### src/include/role_pkg.sv
// Package for the role resolution block: register map, field layout,
// reset values, timing counts and the carrier structs.
// Assumes a 10 MHz system clock and a 32-bit APB slave port.
package role_pkg;

  // ===========================================================================
  // Register byte offsets.
  localparam logic [7:0] ADV_LOW_OFF = 8'h00;
  localparam logic [7:0] ADV_MID_OFF = 8'h04;
  localparam logic [7:0] NEG_STATUS_OFF = 8'h08;
  localparam logic [7:0] PARTNER_ADV_OFF = 8'h0c;
  localparam logic [7:0] EXTRA_STATUS_OFF = 8'h10;
  localparam logic [7:0] NEG_CTRL_OFF = 8'h14;

  // ===========================================================================
  // Field positions.
  localparam int FORCE_ROLE_BIT = 12;
  localparam int ROLE_PREF_BIT = 4;
  localparam int DONE_BIT = 5;
  localparam int LINK_UP_BIT = 2;
  localparam int PARTNER_FORCE_BIT = 12;
  localparam int PARTNER_PREF_BIT = 20;
  localparam int RESULT_LSB = 0;
  localparam int FAIL_CNT_LSB = 8;
  localparam int RESTART_BIT = 0;
  localparam int ENABLE_BIT = 1;

  // ===========================================================================
  // Role result encoding and reset values.
  localparam logic [1:0] RESULT_NONE = 2'h0;
  localparam logic [1:0] RESULT_SLAVE = 2'h1;
  localparam logic [1:0] RESULT_MASTER = 2'h2;
  localparam logic [1:0] RESULT_FAULT = 2'h3;
  localparam logic RESET_FORCE_ROLE = 1'h0;
  localparam logic RESET_ENABLE = 1'h1;
  localparam logic [15:0] LFSR_SEED = 16'hace1;

  // ===========================================================================
  // Timing: page exchange timeout.
  localparam int CLOCK_HZ = 10_000_000;
  localparam int PAGE_TIMEOUT_MS = 10;
  localparam int PAGE_TIMEOUT_CYC = PAGE_TIMEOUT_MS * (CLOCK_HZ / 1000);

  // ===========================================================================
  // Carrier structs.
  typedef struct packed {
    logic force_role;
    logic role_pref;
  } role_adv_s;

  typedef struct packed {
    logic done;
    logic [1:0] result;
  } role_res_s;

endpackage

### src/rtl/role_resolve.sv
// Combinational role resolution between local and partner advertisements.
// Assumes both advertisements are stable while the caller samples it.
`timescale 1ns/100ps

module role_resolve (
  input wire role_pkg::role_adv_s local_adv_in,
  input wire role_pkg::role_adv_s partner_adv_in,
  input wire logic coin_in,
  output logic [1:0] result_out
);

  // ===========================================================================
  // Resolution table.
  wire both_force = local_adv_in.force_role & partner_adv_in.force_role;
  wire none_force = ~local_adv_in.force_role & ~partner_adv_in.force_role;
  wire same_role = local_adv_in.role_pref == partner_adv_in.role_pref;
  wire clash = both_force & same_role;
  wire be_master_tie = coin_in;
  wire be_master_forced = local_adv_in.force_role ? local_adv_in.role_pref
                                                   : ~partner_adv_in.role_pref;
  wire be_master = (none_force & same_role) ? be_master_tie :
                   none_force ? local_adv_in.role_pref : be_master_forced;

  assign result_out = clash ? role_pkg::RESULT_FAULT :
                      be_master ? role_pkg::RESULT_MASTER : role_pkg::RESULT_SLAVE;

endmodule

### src/rtl/role_negotiator.sv
// Role negotiation for one port of a single-pair PHY, with an APB register
// port. Assumes the page exchange logic delivers the partner's page as a
// one-cycle strobe on the system clock and reports link quality as a level.
//
// The register addresses and the APB interface to the registers were chosen for this implementation.
`timescale 1ns/100ps

module role_negotiator #(
  parameter logic DEFAULT_PREF_MASTER = 1'h1,
  parameter int PAGE_TIMEOUT = role_pkg::PAGE_TIMEOUT_CYC
) (
  input wire logic clock_in,
  input wire logic rst_in,
  input wire logic psel_in,
  input wire logic penable_in,
  input wire logic pwrite_in,
  input wire logic [7:0] paddr_in,
  input wire logic [31:0] pwdata_in,
  output logic [31:0] prdata_out,
  output logic pready_out,
  output logic pslverr_out,
  input wire logic page_valid_in,
  input wire role_pkg::role_adv_s page_adv_in,
  input wire logic link_quality_ok_in,
  output role_pkg::role_adv_s local_adv_out,
  output logic page_send_out,
  output logic link_up_out,
  output logic is_master_out
);

  typedef enum logic [1:0] {ST_IDLE, ST_START, ST_EXCHANGE, ST_DONE} neg_state_e;

  // ===========================================================================
  // Registers.
  neg_state_e state_r, state_nxt;
  logic force_role_r;
  logic role_pref_r;
  logic enable_r;
  role_pkg::role_adv_s partner_r;
  role_pkg::role_res_s res_r;
  logic restart_req_r;
  logic [31:0] timer_r;
  logic [15:0] lfsr_r;
  logic [7:0] fail_cnt_r;
  logic [1:0] resolved;
  logic [31:0] rdata;

  // ===========================================================================
  // Bus decode.
  wire access = psel_in & penable_in;
  wire wr = access & pwrite_in;
  wire hit_low = paddr_in == role_pkg::ADV_LOW_OFF;
  wire hit_mid = paddr_in == role_pkg::ADV_MID_OFF;
  wire hit_stat = paddr_in == role_pkg::NEG_STATUS_OFF;
  wire hit_part = paddr_in == role_pkg::PARTNER_ADV_OFF;
  wire hit_extra = paddr_in == role_pkg::EXTRA_STATUS_OFF;
  wire hit_ctrl = paddr_in == role_pkg::NEG_CTRL_OFF;
  wire mapped = hit_low | hit_mid | hit_stat | hit_part | hit_extra | hit_ctrl;
  wire wr_low = wr & hit_low;
  wire wr_mid = wr & hit_mid;
  wire wr_ctrl = wr & hit_ctrl;
  wire sw_restart = wr_ctrl & pwdata_in[role_pkg::RESTART_BIT];
  // Writing an advertisement restarts negotiation so the partner sees it.
  wire adv_changed = wr_low | wr_mid;

  assign pready_out = 1'h1;
  assign pslverr_out = access & ~mapped;

  wire [31:0] part_word = res_r.done ?
      (32'h0 | (32'(partner_r.force_role) << role_pkg::PARTNER_FORCE_BIT)
             | (32'(partner_r.role_pref) << role_pkg::PARTNER_PREF_BIT)) : 32'h0;
  wire [31:0] extra_word = (res_r.done ? 32'(res_r.result) << role_pkg::RESULT_LSB : 32'h0)
                         | (32'(fail_cnt_r) << role_pkg::FAIL_CNT_LSB);
  wire [31:0] stat_word = (32'(res_r.done) << role_pkg::DONE_BIT)
                        | (32'(link_up_out) << role_pkg::LINK_UP_BIT);
  wire [31:0] low_word = 32'(force_role_r) << role_pkg::FORCE_ROLE_BIT;
  wire [31:0] mid_word = 32'(role_pref_r) << role_pkg::ROLE_PREF_BIT;
  wire [31:0] ctrl_word = 32'(enable_r) << role_pkg::ENABLE_BIT;

  always_comb begin
    rdata = 32'h0;
    if (hit_low) begin
      rdata = low_word;
    end
    if (hit_mid) begin
      rdata = mid_word;
    end
    if (hit_stat) begin
      rdata = stat_word;
    end
    if (hit_part) begin
      rdata = part_word;
    end
    if (hit_extra) begin
      rdata = extra_word;
    end
    if (hit_ctrl) begin
      rdata = ctrl_word;
    end
  end

  always_ff @(posedge clock_in) begin
    if (rst_in) begin
      prdata_out <= 32'h0;
    end else if (psel_in & ~penable_in & ~pwrite_in) begin
      prdata_out <= rdata;
    end
  end

  // ===========================================================================
  // Advertisement registers.
  always_ff @(posedge clock_in) begin
    if (rst_in) begin
      role_pref_r <= DEFAULT_PREF_MASTER;
      force_role_r <= role_pkg::RESET_FORCE_ROLE;
      enable_r <= role_pkg::RESET_ENABLE;
    end else begin
      if (wr_low) begin
        force_role_r <= pwdata_in[role_pkg::FORCE_ROLE_BIT];
      end
      if (wr_mid) begin
        role_pref_r <= pwdata_in[role_pkg::ROLE_PREF_BIT];
      end
      if (wr_ctrl) begin
        enable_r <= pwdata_in[role_pkg::ENABLE_BIT];
      end
    end
  end

  assign local_adv_out.force_role = force_role_r;
  assign local_adv_out.role_pref = role_pref_r;

  // ===========================================================================
  // Pseudo-random source.
  // free-running lfsr
  always_ff @(posedge clock_in) begin
    if (rst_in) begin
      lfsr_r <= role_pkg::LFSR_SEED;
    end else begin
      lfsr_r <= {lfsr_r[14:0], lfsr_r[15] ^ lfsr_r[13] ^ lfsr_r[12] ^ lfsr_r[10]};
    end
  end

  role_resolve u_resolve (
    .local_adv_in(local_adv_out),
    .partner_adv_in(page_adv_in),
    .coin_in(lfsr_r[0]),
    .result_out(resolved)
  );

  // ===========================================================================
  // Negotiation sequencer.
  // failure causes
  wire timed_out = timer_r >= 32'(PAGE_TIMEOUT - 1);
  wire fault = resolved == role_pkg::RESULT_FAULT;
  wire fail_now = (state_r == ST_EXCHANGE) &
                  ((page_valid_in & fault) | ~link_quality_ok_in | timed_out);
  wire good_page = (state_r == ST_EXCHANGE) & page_valid_in & ~fault & link_quality_ok_in;
  wire restart_any = restart_req_r | sw_restart | adv_changed;

  always_comb begin
    state_nxt = state_r;
    unique case (state_r)
      ST_IDLE: begin
        if (enable_r) begin
          state_nxt = ST_START;
        end
      end
      ST_START: begin
        state_nxt = ST_EXCHANGE;
      end
      ST_EXCHANGE: begin
        if (fail_now) begin
          state_nxt = ST_START;
        end else if (good_page) begin
          state_nxt = ST_DONE;
        end
      end
      ST_DONE: begin
        if (~link_quality_ok_in) begin
          state_nxt = ST_START;
        end
      end
    endcase
    if (~enable_r) begin
      state_nxt = ST_IDLE;
    end else if (restart_any & (state_r != ST_IDLE)) begin
      state_nxt = ST_START;
    end
  end

  always_ff @(posedge clock_in) begin
    if (rst_in) begin
      state_r <= ST_IDLE;
      restart_req_r <= 1'h0;
      timer_r <= 32'h0;
      fail_cnt_r <= 8'h0;
    end else begin
      state_r <= state_nxt;
      restart_req_r <= 1'h0;
      timer_r <= (state_r == ST_EXCHANGE) ? timer_r + 32'h1 : 32'h0;
      if (fail_now & (fail_cnt_r != 8'hff)) begin
        fail_cnt_r <= fail_cnt_r + 8'h1;
      end
    end
  end

  // Partner bits and result are captured only on a page, after START has
  // already dropped done, so software never sees stale data flagged valid.
  always_ff @(posedge clock_in) begin
    if (rst_in) begin
      partner_r <= '0;
      res_r <= '0;
    end else if (state_nxt == ST_START || state_nxt == ST_IDLE) begin
      res_r.done <= 1'h0;
    end else if ((state_r == ST_EXCHANGE) & page_valid_in) begin
      partner_r <= page_adv_in;
      res_r.result <= resolved;
      res_r.done <= good_page;
    end
  end

  assign link_up_out = (state_r == ST_DONE) & res_r.done;
  assign is_master_out = link_up_out & (res_r.result == role_pkg::RESULT_MASTER);
  assign page_send_out = state_r == ST_START;

endmodule

### config.mk
export PLATFORM = sky130hd
export DESIGN_NAME = role_negotiator
export DESIGN_NICKNAME = d
export VERILOG_FILES = /design/src/include/role_pkg.sv /design/src/rtl/role_resolve.sv /design/src/rtl/role_negotiator.sv
export SDC_FILE = /design/constraint.sdc
export NUM_CORES = 1
export LEC_CHECK = 0
export BUFFER_PORTS_ARGS = -buffer_cell sky130_fd_sc_hd__buf_2
export CAP_MARGIN = 10
export CORE_ASPECT_RATIO = 0.5
export CORE_MARGIN = 1.5
export CORE_UTILIZATION = 48
export CTS_CLUSTER_DIAMETER = 60
export DETAILED_ROUTE_END_ITERATION = 8
export HOLD_SLACK_MARGIN = 0.03
export PLACE_DENSITY_LB_ADDON = 0.3
export SKIP_LAST_GASP = 1
export SYNTH_ARGS = -nofsm -noshare
export SYNTH_HDL_FRONTEND = slang
export SYNTH_SLANG_ARGS = --single-unit
### constraint.sdc
create_clock -name clock_in -period 1.9 [get_ports clock_in]
set_input_delay 0.095 -clock clock_in [delete_from_list [all_inputs] [get_ports clock_in]]
set_output_delay 0.095 -clock clock_in [all_outputs]
set_load 0.05 [all_outputs]
==> impl_metrics.toml, run 1 <==
[power]
power.internal_mw = 2.988
p_leak_nw = 1.731
pwr-share-comb = 0.074
sw_frac_of_total = 0.2280
clockPowerShare = 0.480
power_frac_seq = 0.447
p_total_mw = 3.870
powerDensity_nw_per_um2 = 861.9
ir_drop_v = 0.0006006
switchingPower_mw = 0.8826

[synth]
synth_top_cell_area_share = 0.4420
yosys.area.top_type = "dfxtp_1"
syn_inst = 413
synth_edf_count = 0
async_flop_share = 0
ys.warnings.count = 0
yosys_most_used_dff = "dfxtp_1"
synth_seq_cells = 80
ys_top_cells_by_area = "dfxtp_1 44%, xor2_1 6.8%, nor2_1 6.0%"
ys_seq_area_frac = 0.4420
avgSynthCellArea_sq_um = 8.774
ys_types = 51
syn_area_sq_um = 3623

[cts]
clkSinkCount = 80
root_buffer = "clkbuf_16"
htree_levels = 3
clkLatencyLatePin_ps = 340
cts_made_buffers = 9
clk_pin_slew_worst_paths_ps = 60
cts_tree = "built"
ctsLongestPathBuffers = 2

[worst_setup_path]
setup.worst_path.start_class = "flop"
cp.arrival_ps = 2210
crit_fanout = 6
ff2ff_setup_slack_ps = -30
critPathKind = "flop to flop"
cp-end-kind = "flop"
crit_required_ps = 2180

[floorplanning]
die_w_um = 125.9
die_h_um = 64.44
ios = 88
core_area_sq_um = 7322
rows = 22
start_util = 0.4949
design.die.area_sq_um = 8111

[sta]
max_freq_mhz = 519.2
hold_viol = 0
slew_headroom = 0.6086
period_share = 1.014
worst_slew_pin_slew_ps = 585.8
min_period_ps = 1926
rsz0062_at_grt = "true"
fin_skew_ps = 5.908
setup_violations = 1
finalWorstSetupSlack_ps = -26.15
maxSlewViolCount = 0

[finish]
drive_above_1_share = 0.2377
layout.nets = 534
final_util = 0.6133
fill_cells = 618
area.growth.synth_to_final_pct = 23.93
diodes = 0

[placement]
gp_congestion = 0.8016
place.detailed.hpwl_um = 5050
port-buffer-count = 40

[outcome]
violations = "setup timing"
status = "complete, but fails checks"

[hold_path]
hp-class = "input pin to flop"

[global_routing]
groute.usage.overall = 0.1985
grt_max_degree = 47
grt_pass1_wl_um = 12700
grt_pass1_vias = 2771
grt_overflow_total = 0
antenna_found_initial = 0

[route]
drt-total-wl_um = 7596
ant_nets = 0
first_pass_iters = 6
first_iter_violations = 291
via_per_inst = 5.185
wl_per_cell_um = 13.01
drcViolationCount = 0
dr_total_vias = 3028

[job]
drv_cap = 0
==> cells in the mapped netlist (all sizes together) (8+ instances only) <==
cell / number
a21oi: 19
and3: 8
nor4: 12
nor2: 58
dfxtp: 80
clkbuf: 12
o21ai: 13
nand2: 21
xor2: 28
buf: 25
nand3: 30
nand4: 14
nor2b: 10
==> what timing repair did <==
item | CTS | global route
setup endpoints to repair | 10 | 24
hold buffers | 3 | 0
endpoints found under the hold margin | 3 | 0
gates resized for setup | 2 | 22
pin swaps | 3 | 2
cloned | 0 | 1
setup buffers | 0 | 1
==> path summary, 6_finish.rpt <==
kind	from	to	depth (start not counted)
max	timer_r[29]	res_r[2]	5
min	page_adv_in[1]	partner_r[1]	3
max reg2reg	timer_r[29]	res_r[2]	5
min reg2reg	lfsr_r[14]	lfsr_r[15]	1
==> worst max-delay path, cell delays in order, from the launching register on <==
cell and delay [ps]:
dfxtp_2 340, nor4_4 280, nand4_1 260, or4_4 620, a211oi_2 230, and2b_1 140
==> cell families after synthesis <==
logic type,after synthesis,share of synthesized area
xor gates and xnor gates,35,0.08460
DFF,80,0.4420
muxes,5,0.01381
and+or+nand+nor,193,0.2811
AOI/OAI and AO/OA,54,0.1015
other,2,0.002073
buffers and inverters,42,0.06802
adders and majority gates,2,0.006905
==> layout by cell type (no fill, tap or decap), drive strengths merged, types with 3 or more instances in the layout <==
cell,synthesis,routed
a21oi,19,19
a22oi,7,7
and3,8,8
and4,5,5
buf,25,76
clkbuf,12,12
conb,2,19
dfxtp,80,80
dlygate4sd3,0,3
inv,5,6
mux2i,5,5
nand2,21,21
nand2b,7,7
nand3,30,30
nand4,14,14
nor2,58,58
nor2b,10,10
nor3,6,6
nor4,12,12
o21ai,13,13
or2,7,7
or3,7,7
xnor2,7,7
xor2,28,28
==> layer usage <==
metal	vias up	GRT usage	share of wire
met3	7	0.07267	0.059
met4	0	0.05460	0.0074
met5	-	0	0
met1	1395	0.2544	0.48
met2	83	0.3187	0.46
li1	1543	-	-
==> registers in the layout, summed over array words and instances (netlist names) <==
| name | count |
|---|---|
| prdata_out | 14 |
| enable_r | 1 |
| force_role_r | 1 |
| res_r | 3 |
| lfsr_r | 16 |
| partner_r | 2 |
| role_pref_r | 1 |
| fail_cnt_r | 8 |
| timer_r | 32 |
| state_r | 2 |
==> through the flow <==
stage	setup slack [ps]	setup TNS (ps)	std cells	instance area (sq um)	hold WS, ps
after CTS	4.458	0	582	4403	58.52
final	-26.15	-26.15	584	4491	66.10
after floorplan	6.701	0	430	3690	227.6
after detailed placement	-57.72	-216.5	563	4038	349.1
after global routing	-129.6	-990.1	584	4491	81.97
after global placement	-21.37	-45.82	563	4038	330.8
==> layout make-up <==
cell class | count | area (sq um) | area share
well taps | 96 | 120.1 | 0.02675
multi-input cells | 308 | 1921 | 0.4277
flip-flops and latches | 80 | 1608 | 0.3580
inverters | 5 | 18.77 | 0.004179
clock inverters | 4 | 76.32 | 0.01700
repair buffers | 79 | 500.5 | 0.1115
clock buffers | 12 | 246.5 | 0.05489
==> power groups by stage <==
stage | registers [mW] | clock network [mW] | logic (mW)
final | 1.73 | 1.86 | 0.285
after global routing | 1.73 | 1.96 | 0.309
after CTS | 1.73 | 1.90 | 0.278
after detailed placement | 1.76 | 0 | 0.272
after global placement | 1.76 | 0 | 0.269
after floorplan | 1.76 | 0 | 0.233
Power figures use the tool's default switching activity.
==> inputs of run 2 (changes only) <==
==> constraint.sdc (replaced) <==
create_clock -name clock_in -period 1.7 [get_ports clock_in]
set_input_delay 0.085 -clock clock_in [delete_from_list [all_inputs] [get_ports clock_in]]
set_output_delay 0.085 -clock clock_in [all_outputs]
set_load 0.05 [all_outputs]
==> run 2 against run 1 <==
  * The flow still finishes with violations (setup timing)
  * Register-to-register slack got worse by 180 ps
  * Sequential share of layout area shrank 2.5 points
  * Setup slack got worse by 180 ps
  * Total power up 10%
  * Clock power grew 8%
  * Critical path depth grew 2
  * Non-clock buffer count is 31 higher
  * First-iteration DRC count down 55%
  * Largest power group unchanged
  * Fmax rose by 1.1%
  * Via count is 4.0% higher
==> impl_metrics.toml, run 2 (synthesis gave the netlist of run 1 again) <==
[outcome]
status = "complete, but fails checks"
violations = "setup timing"

[cts]
clkSinkCount = 80
clkLatencyLatePin_ps = 340
cts_made_buffers = 9
root_buffer = "clkbuf_16"
cts_tree = "built"
clk_pin_slew_worst_paths_ps = 60
htree_levels = 3
ctsLongestPathBuffers = 2

[floorplanning]
start_util = 0.4949
design.die.area_sq_um = 8111
ios = 88
core_area_sq_um = 7322
die_h_um = 64.44
rows = 22
die_w_um = 125.9

[worst_setup_path]
crit_required_ps = 1980
worstPathCellList = "ha_4 > nand4_4 > a2111oi_4 > o41ai_4 > buf_4 > or3_4 > a21oi_2"
worst_path_max_delay_cell = "a2111oi_4"
crit_family = "compound AO/OA/AOI/OAI gates"
setup.worst_path.start_class = "flop"
cp-end-kind = "flop"
cp.arrival_ps = 2180
path_buf_inv = 1
cpPeakStageDelay_ps = 440
crit_fanout = 7
reg2reg_from = "timer_r[0]"
critPathKind = "flop to flop"
crit_start = "timer_r[0]"

[hold_path]
hp-class = "input pin to flop"
min_from = "page_adv_in[1]"

[sta]
hold_slack_ps = 77.74
period_share = 1.121
hold_viol = 0
setup_violations = 15
fin_skew_ps = 6.509
max_freq_mhz = 524.9
finalWorstSetupSlack_ps = -205.0
maxSlewViolCount = 0
rsz0062_at_grt = "true"
min_period_ps = 1905

[finish]
final_common_cell = "dfxtp_1"
area.growth.synth_to_final_pct = 34.08
top_register = "timer_r"
largest_register_ffs = 32
final_cell_mix = "67 x dfxtp_1, 61 x buf_4, 58 x nor2_1"
drive_above_1_share = 0.3353
instances_no_fill = 615
layout.nets = 565
top_regs = "timer_r (32), lfsr_r (16), prdata_out (14)"
diodes = 0

[route]
via_per_inst = 5.122
first_iter_violations = 130
wl_per_cell_um = 13.47
first_pass_iters = 7
dr_total_vias = 3150
drcViolationCount = 0
drt-total-wl_um = 8285
ant_nets = 0

[global_routing]
groute.usage.overall = 0.2055
grt_pass1_wl_um = 13190
grt_max_degree = 33
antenna_found_initial = 0
grt_overflow_total = 0
grt_pass1_vias = 2859

[power]
clockPowerShare = 0.468
power_frac_seq = 0.451
power.internal_mw = 3.220
powerDensity_nw_per_um2 = 879.2
sw_frac_of_total = 0.2463
pwr-share-comb = 0.081
p_leak_nw = 1.962
ir_drop_v = 0.0004824
switchingPower_mw = 1.052

[job]
drv_cap = 0

[placement]
dpl.cell_count = 587
port-buffer-count = 40
place.detailed.hpwl_um = 5450
gp_congestion = 0.8011
## run 2: layout make-up
| cell class | instances | area, sq um |
|---|---|---|
| fill | 556 | 2464 |
| inverter | 5 | 18.77 |
| multi-input combinational | 308 | 2034 |
| sequential | 80 | 1620 |
| clock buffer | 10 | 239.0 |
| tap | 96 | 120.1 |
| timing repair buffer | 110 | 749.5 |
| clock inverter | 6 | 76.32 |
## run 2: power by group through the flow
stage	Clock, mW	Combinational [mW]	Sequential, mW
after floorplan	0	0.264	1.97
after global placement	0	0.321	1.97
after detailed placement	0	0.323	1.97
after CTS	2.02	0.333	1.93
after global routing	2.11	0.374	1.93
final	2.00	0.346	1.93
## run 2: path summary, 6_finish.rpt
kind	cells past startpoint	slack, ps	to
setup / recovery	7	-200	fail_cnt_r[4]
hold / removal	3	80	partner_r[1]
setup reg to reg	7	-200	fail_cnt_r[4]
hold reg to reg	1	410	lfsr_r[6]
## run 2: metrics by stage
step	TNS, ps	cell area (sq um)	util	worst slack [ps]	power (mW)
finish	-1736	4858	0.6635	-205.0	4.272
global route	-3000	4858	0.6635	-266.4	4.412
CTS	-1138	4649	0.6350	-132.3	4.285
detailed placement	-2000	4259	0.5817	-175.5	2.292
global placement	-1441	4259	0.5817	-133.7	2.291
floorplan	-51.15	3731	-	-25.75	2.236
## run 2: tightest hold or removal path: cells and delay by family
| kind | cells | cell delay, ps |
|---|---|---|
| buffers and inverters | 1 | 140 |
| AO/OA/AOI/OAI | 1 | 60 |
| AND/OR/NAND/NOR | 1 | 80 |
## run 2: per-layer routing
layer  GRT usage  wire length (um)  up-vias
met4     0.06322                97        0
met3     0.06358               389       11
li1            -                 -     1608
met1      0.2687              4003     1457
met5           0                 0        -
met2      0.3297              3795       74
## run 2: what timing repair did
| action | in CTS | in global routing |
|---|---|---|
| endpoints found under the hold margin | 3 | 0 |
| endpoints found under the setup margin | 15 | 30 |
| gates resized for setup | 14 | 40 |
| hold buffers | 3 | 0 |
| gates cloned | 0 | 3 |
| pin swaps | 4 | 21 |
| buffers inserted | 1 | 5 |
==> inputs of run 3 (changes only) <==
--- a/config.mk
+++ b/config.mk
@@ -9,7 +9,7 @@
 export CAP_MARGIN = 10
 export CORE_ASPECT_RATIO = 0.5
 export CORE_MARGIN = 1.5
-export CORE_UTILIZATION = 48
+export CORE_UTILIZATION = 45
 export CTS_CLUSTER_DIAMETER = 60
 export DETAILED_ROUTE_END_ITERATION = 8
 export HOLD_SLACK_MARGIN = 0.03
==> run 3 against run 2 <==
  * The run still ends with setup timing left
  * Sequential power about the same
  * Clock skew increased by 2.3 ps
  * Die area rose by 6.4%
  * Routed wire length shrank 3.5%
  * Critical path depth decreased by 1
  * Final area is 1.5% lower
  * Critical path type unchanged
  * Critical endpoint is now res_r[2]
  * Largest cell class unchanged
==> impl_metrics.toml, run 3 (synthesis gave the netlist of run 1 again) <==
[outcome]
status = "complete, but fails checks"
violations = "setup timing"

[worst_setup_path]
setup.worst_path.start_class = "flop"
worst_path_max_delay_cell = "or4_4"
crit_fanout = 6
worstPathCellList = "nor4_1 > nand4_1 > buf_4 > or4_4 > a211oi_2 > and2b_1"
crit_required_ps = 1990
critPathKind = "flop to flop"
cp-end-kind = "flop"
crit_family = "simple AND/OR/NAND/NOR gates"
path_buf_inv = 1
cp.arrival_ps = 2120
cpPeakStageDelay_ps = 460

[cts]
cts_tree = "built"
clk_pin_slew_worst_paths_ps = 60
htree_levels = 3
cts_made_buffers = 9
root_buffer = "clkbuf_16"
clkSinkCount = 80
clkLatencyLatePin_ps = 340
ctsLongestPathBuffers = 2

[finish]
final_common_cell = "dfxtp_1"
drive_above_1_share = 0.3256
multi_input_area_sq_um = 1999
final_util = 0.6322
seq_area_sq_um = 1612
layout.nets = 562
top_register = "timer_r"
largest_register_ffs = 32
top_regs = "timer_r (32), lfsr_r (16), prdata_out (14)"
diodes = 0
final_cell_mix = "72 x dfxtp_1, 59 x buf_4, 57 x nor2_1"
fill_cells = 652
area.growth.synth_to_final_pct = 32.08
design_area_sq_um = 4786

[floorplanning]
ios = 88
die_w_um = 129.9
start_util = 0.4787
design.die.area_sq_um = 8632
core_area_sq_um = 7570
rows = 22
die_h_um = 66.45

[route]
wl_per_cell_um = 12.81
drcViolationCount = 0
first_iter_violations = 173
drt-total-wl_um = 7993
ant_nets = 0
dr_total_vias = 3136
via_per_inst = 5.026
first_pass_iters = 4

[power]
ir_drop_v = 0.0005178
p_leak_nw = 1.887
power_frac_seq = 0.470
p_total_mw = 4.108
switchingPower_mw = 1.020
clockPowerShare = 0.451
power.internal_mw = 3.088
powerDensity_nw_per_um2 = 858.5
pwr-share-comb = 0.080
sw_frac_of_total = 0.2484

[sta]
worst_slew_pin_slew_ps = 586.0
setup_violations = 22
maxSlewViolCount = 0
tns_ps = -1566
slew_headroom = 0.6085
fin_skew_ps = 8.792
max_freq_mhz = 544.0
period_share = 1.081
finalWorstSetupSlack_ps = -138.2
rsz0062_at_grt = "true"
hold_slack_ps = 71.70
hold_viol = 0
min_period_ps = 1838

[global_routing]
grt_overflow_total = 0
antenna_found_initial = 0
groute.usage.overall = 0.1992
grt_max_degree = 46
grt_pass1_vias = 2886
grt_pass1_wl_um = 13190

[placement]
gp_congestion = 0.8038
place.detailed.hpwl_um = 5319
placed_cell_area_sq_um = 4267
port-buffer-count = 40

[hold_path]
hp-class = "input pin to flop"

[job]
drv_cap = 0
## run 3: cell count changes in the layout (fill, tap and decap cells not counted), sizes merged
| cell | delta |
|---|---|
| buf | -3 |
| clkinvlp | +1 |
| clkbuf | +1 |
| bufinv | -1 |
| inv | -1 |
## run 3: power by group through the flow
| stage | Clock [mW] | Combinational (mW) | Sequential (mW) |
|---|---|---|---|
| 2_1_floorplan | 0 | 0.264 | 1.97 |
| 3_3_place_gp | 0 | 0.316 | 1.97 |
| 3_5_place_dp | 0 | 0.316 | 1.97 |
| 4_1_cts | 1.89 | 0.325 | 1.93 |
| 5_1_grt | 1.98 | 0.357 | 1.93 |
| 6_report | 1.85 | 0.328 | 1.93 |
## run 3: worst reg2reg max path, delay by kind of cell (launching register included)
family	cells	cell delay, ps
buffers and inverters	1	180
AND/OR/NAND/NOR	4	1070
AO/OA/AOI/OAI	1	210
flip-flops	1	310
## run 3: routing by layer
metal	track usage	vias up	wire length, um
met5	0	-	0
met2	0.3161	78	3607
li1	-	1602	-
met4	0.07500	0	124
met3	0.06667	14	365
met1	0.2526	1442	3895
## run 3: what timing repair did
| item | CTS | global route |
|---|---|---|
| gates resized for setup | 8 | 33 |
| buffers inserted | 0 | 5 |
| endpoints found under the setup margin | 17 | 34 |
| pin swaps | 1 | 29 |
| gates cloned | 0 | 2 |
| hold buffers | 3 | 0 |
| endpoints found under the hold margin | 3 | 0 |
## run 3: path summary, 6_finish.rpt
path                  startpoint           end  slack [ps]  cells after the start
hold reg to reg        lfsr_r[4]     lfsr_r[5]         410                      1
setup reg to reg     timer_r[30]      res_r[2]        -140                      6
setup / recovery     timer_r[30]      res_r[2]        -140                      6
hold / removal    page_adv_in[1]  partner_r[1]          70                      3
## run 3: final cells by class
type / instances / area share
repair buffers: 107 / 0.1524
flip-flops and latches: 80 / 0.3367
clock buffers: 11 / 0.05281
inverters: 5 / 0.003922
multi-input cells: 308 / 0.4178
well taps: 108 / 0.02824
clock inverters: 5 / 0.008105
## run 3: per-stage QoR
stage,setup slack (ps),cells
floorplan,-25.75,430
global placement,-129.5,598
detailed placement,-135.7,598
CTS,-88.17,617
global route,-266.9,624
finish,-138.2,624
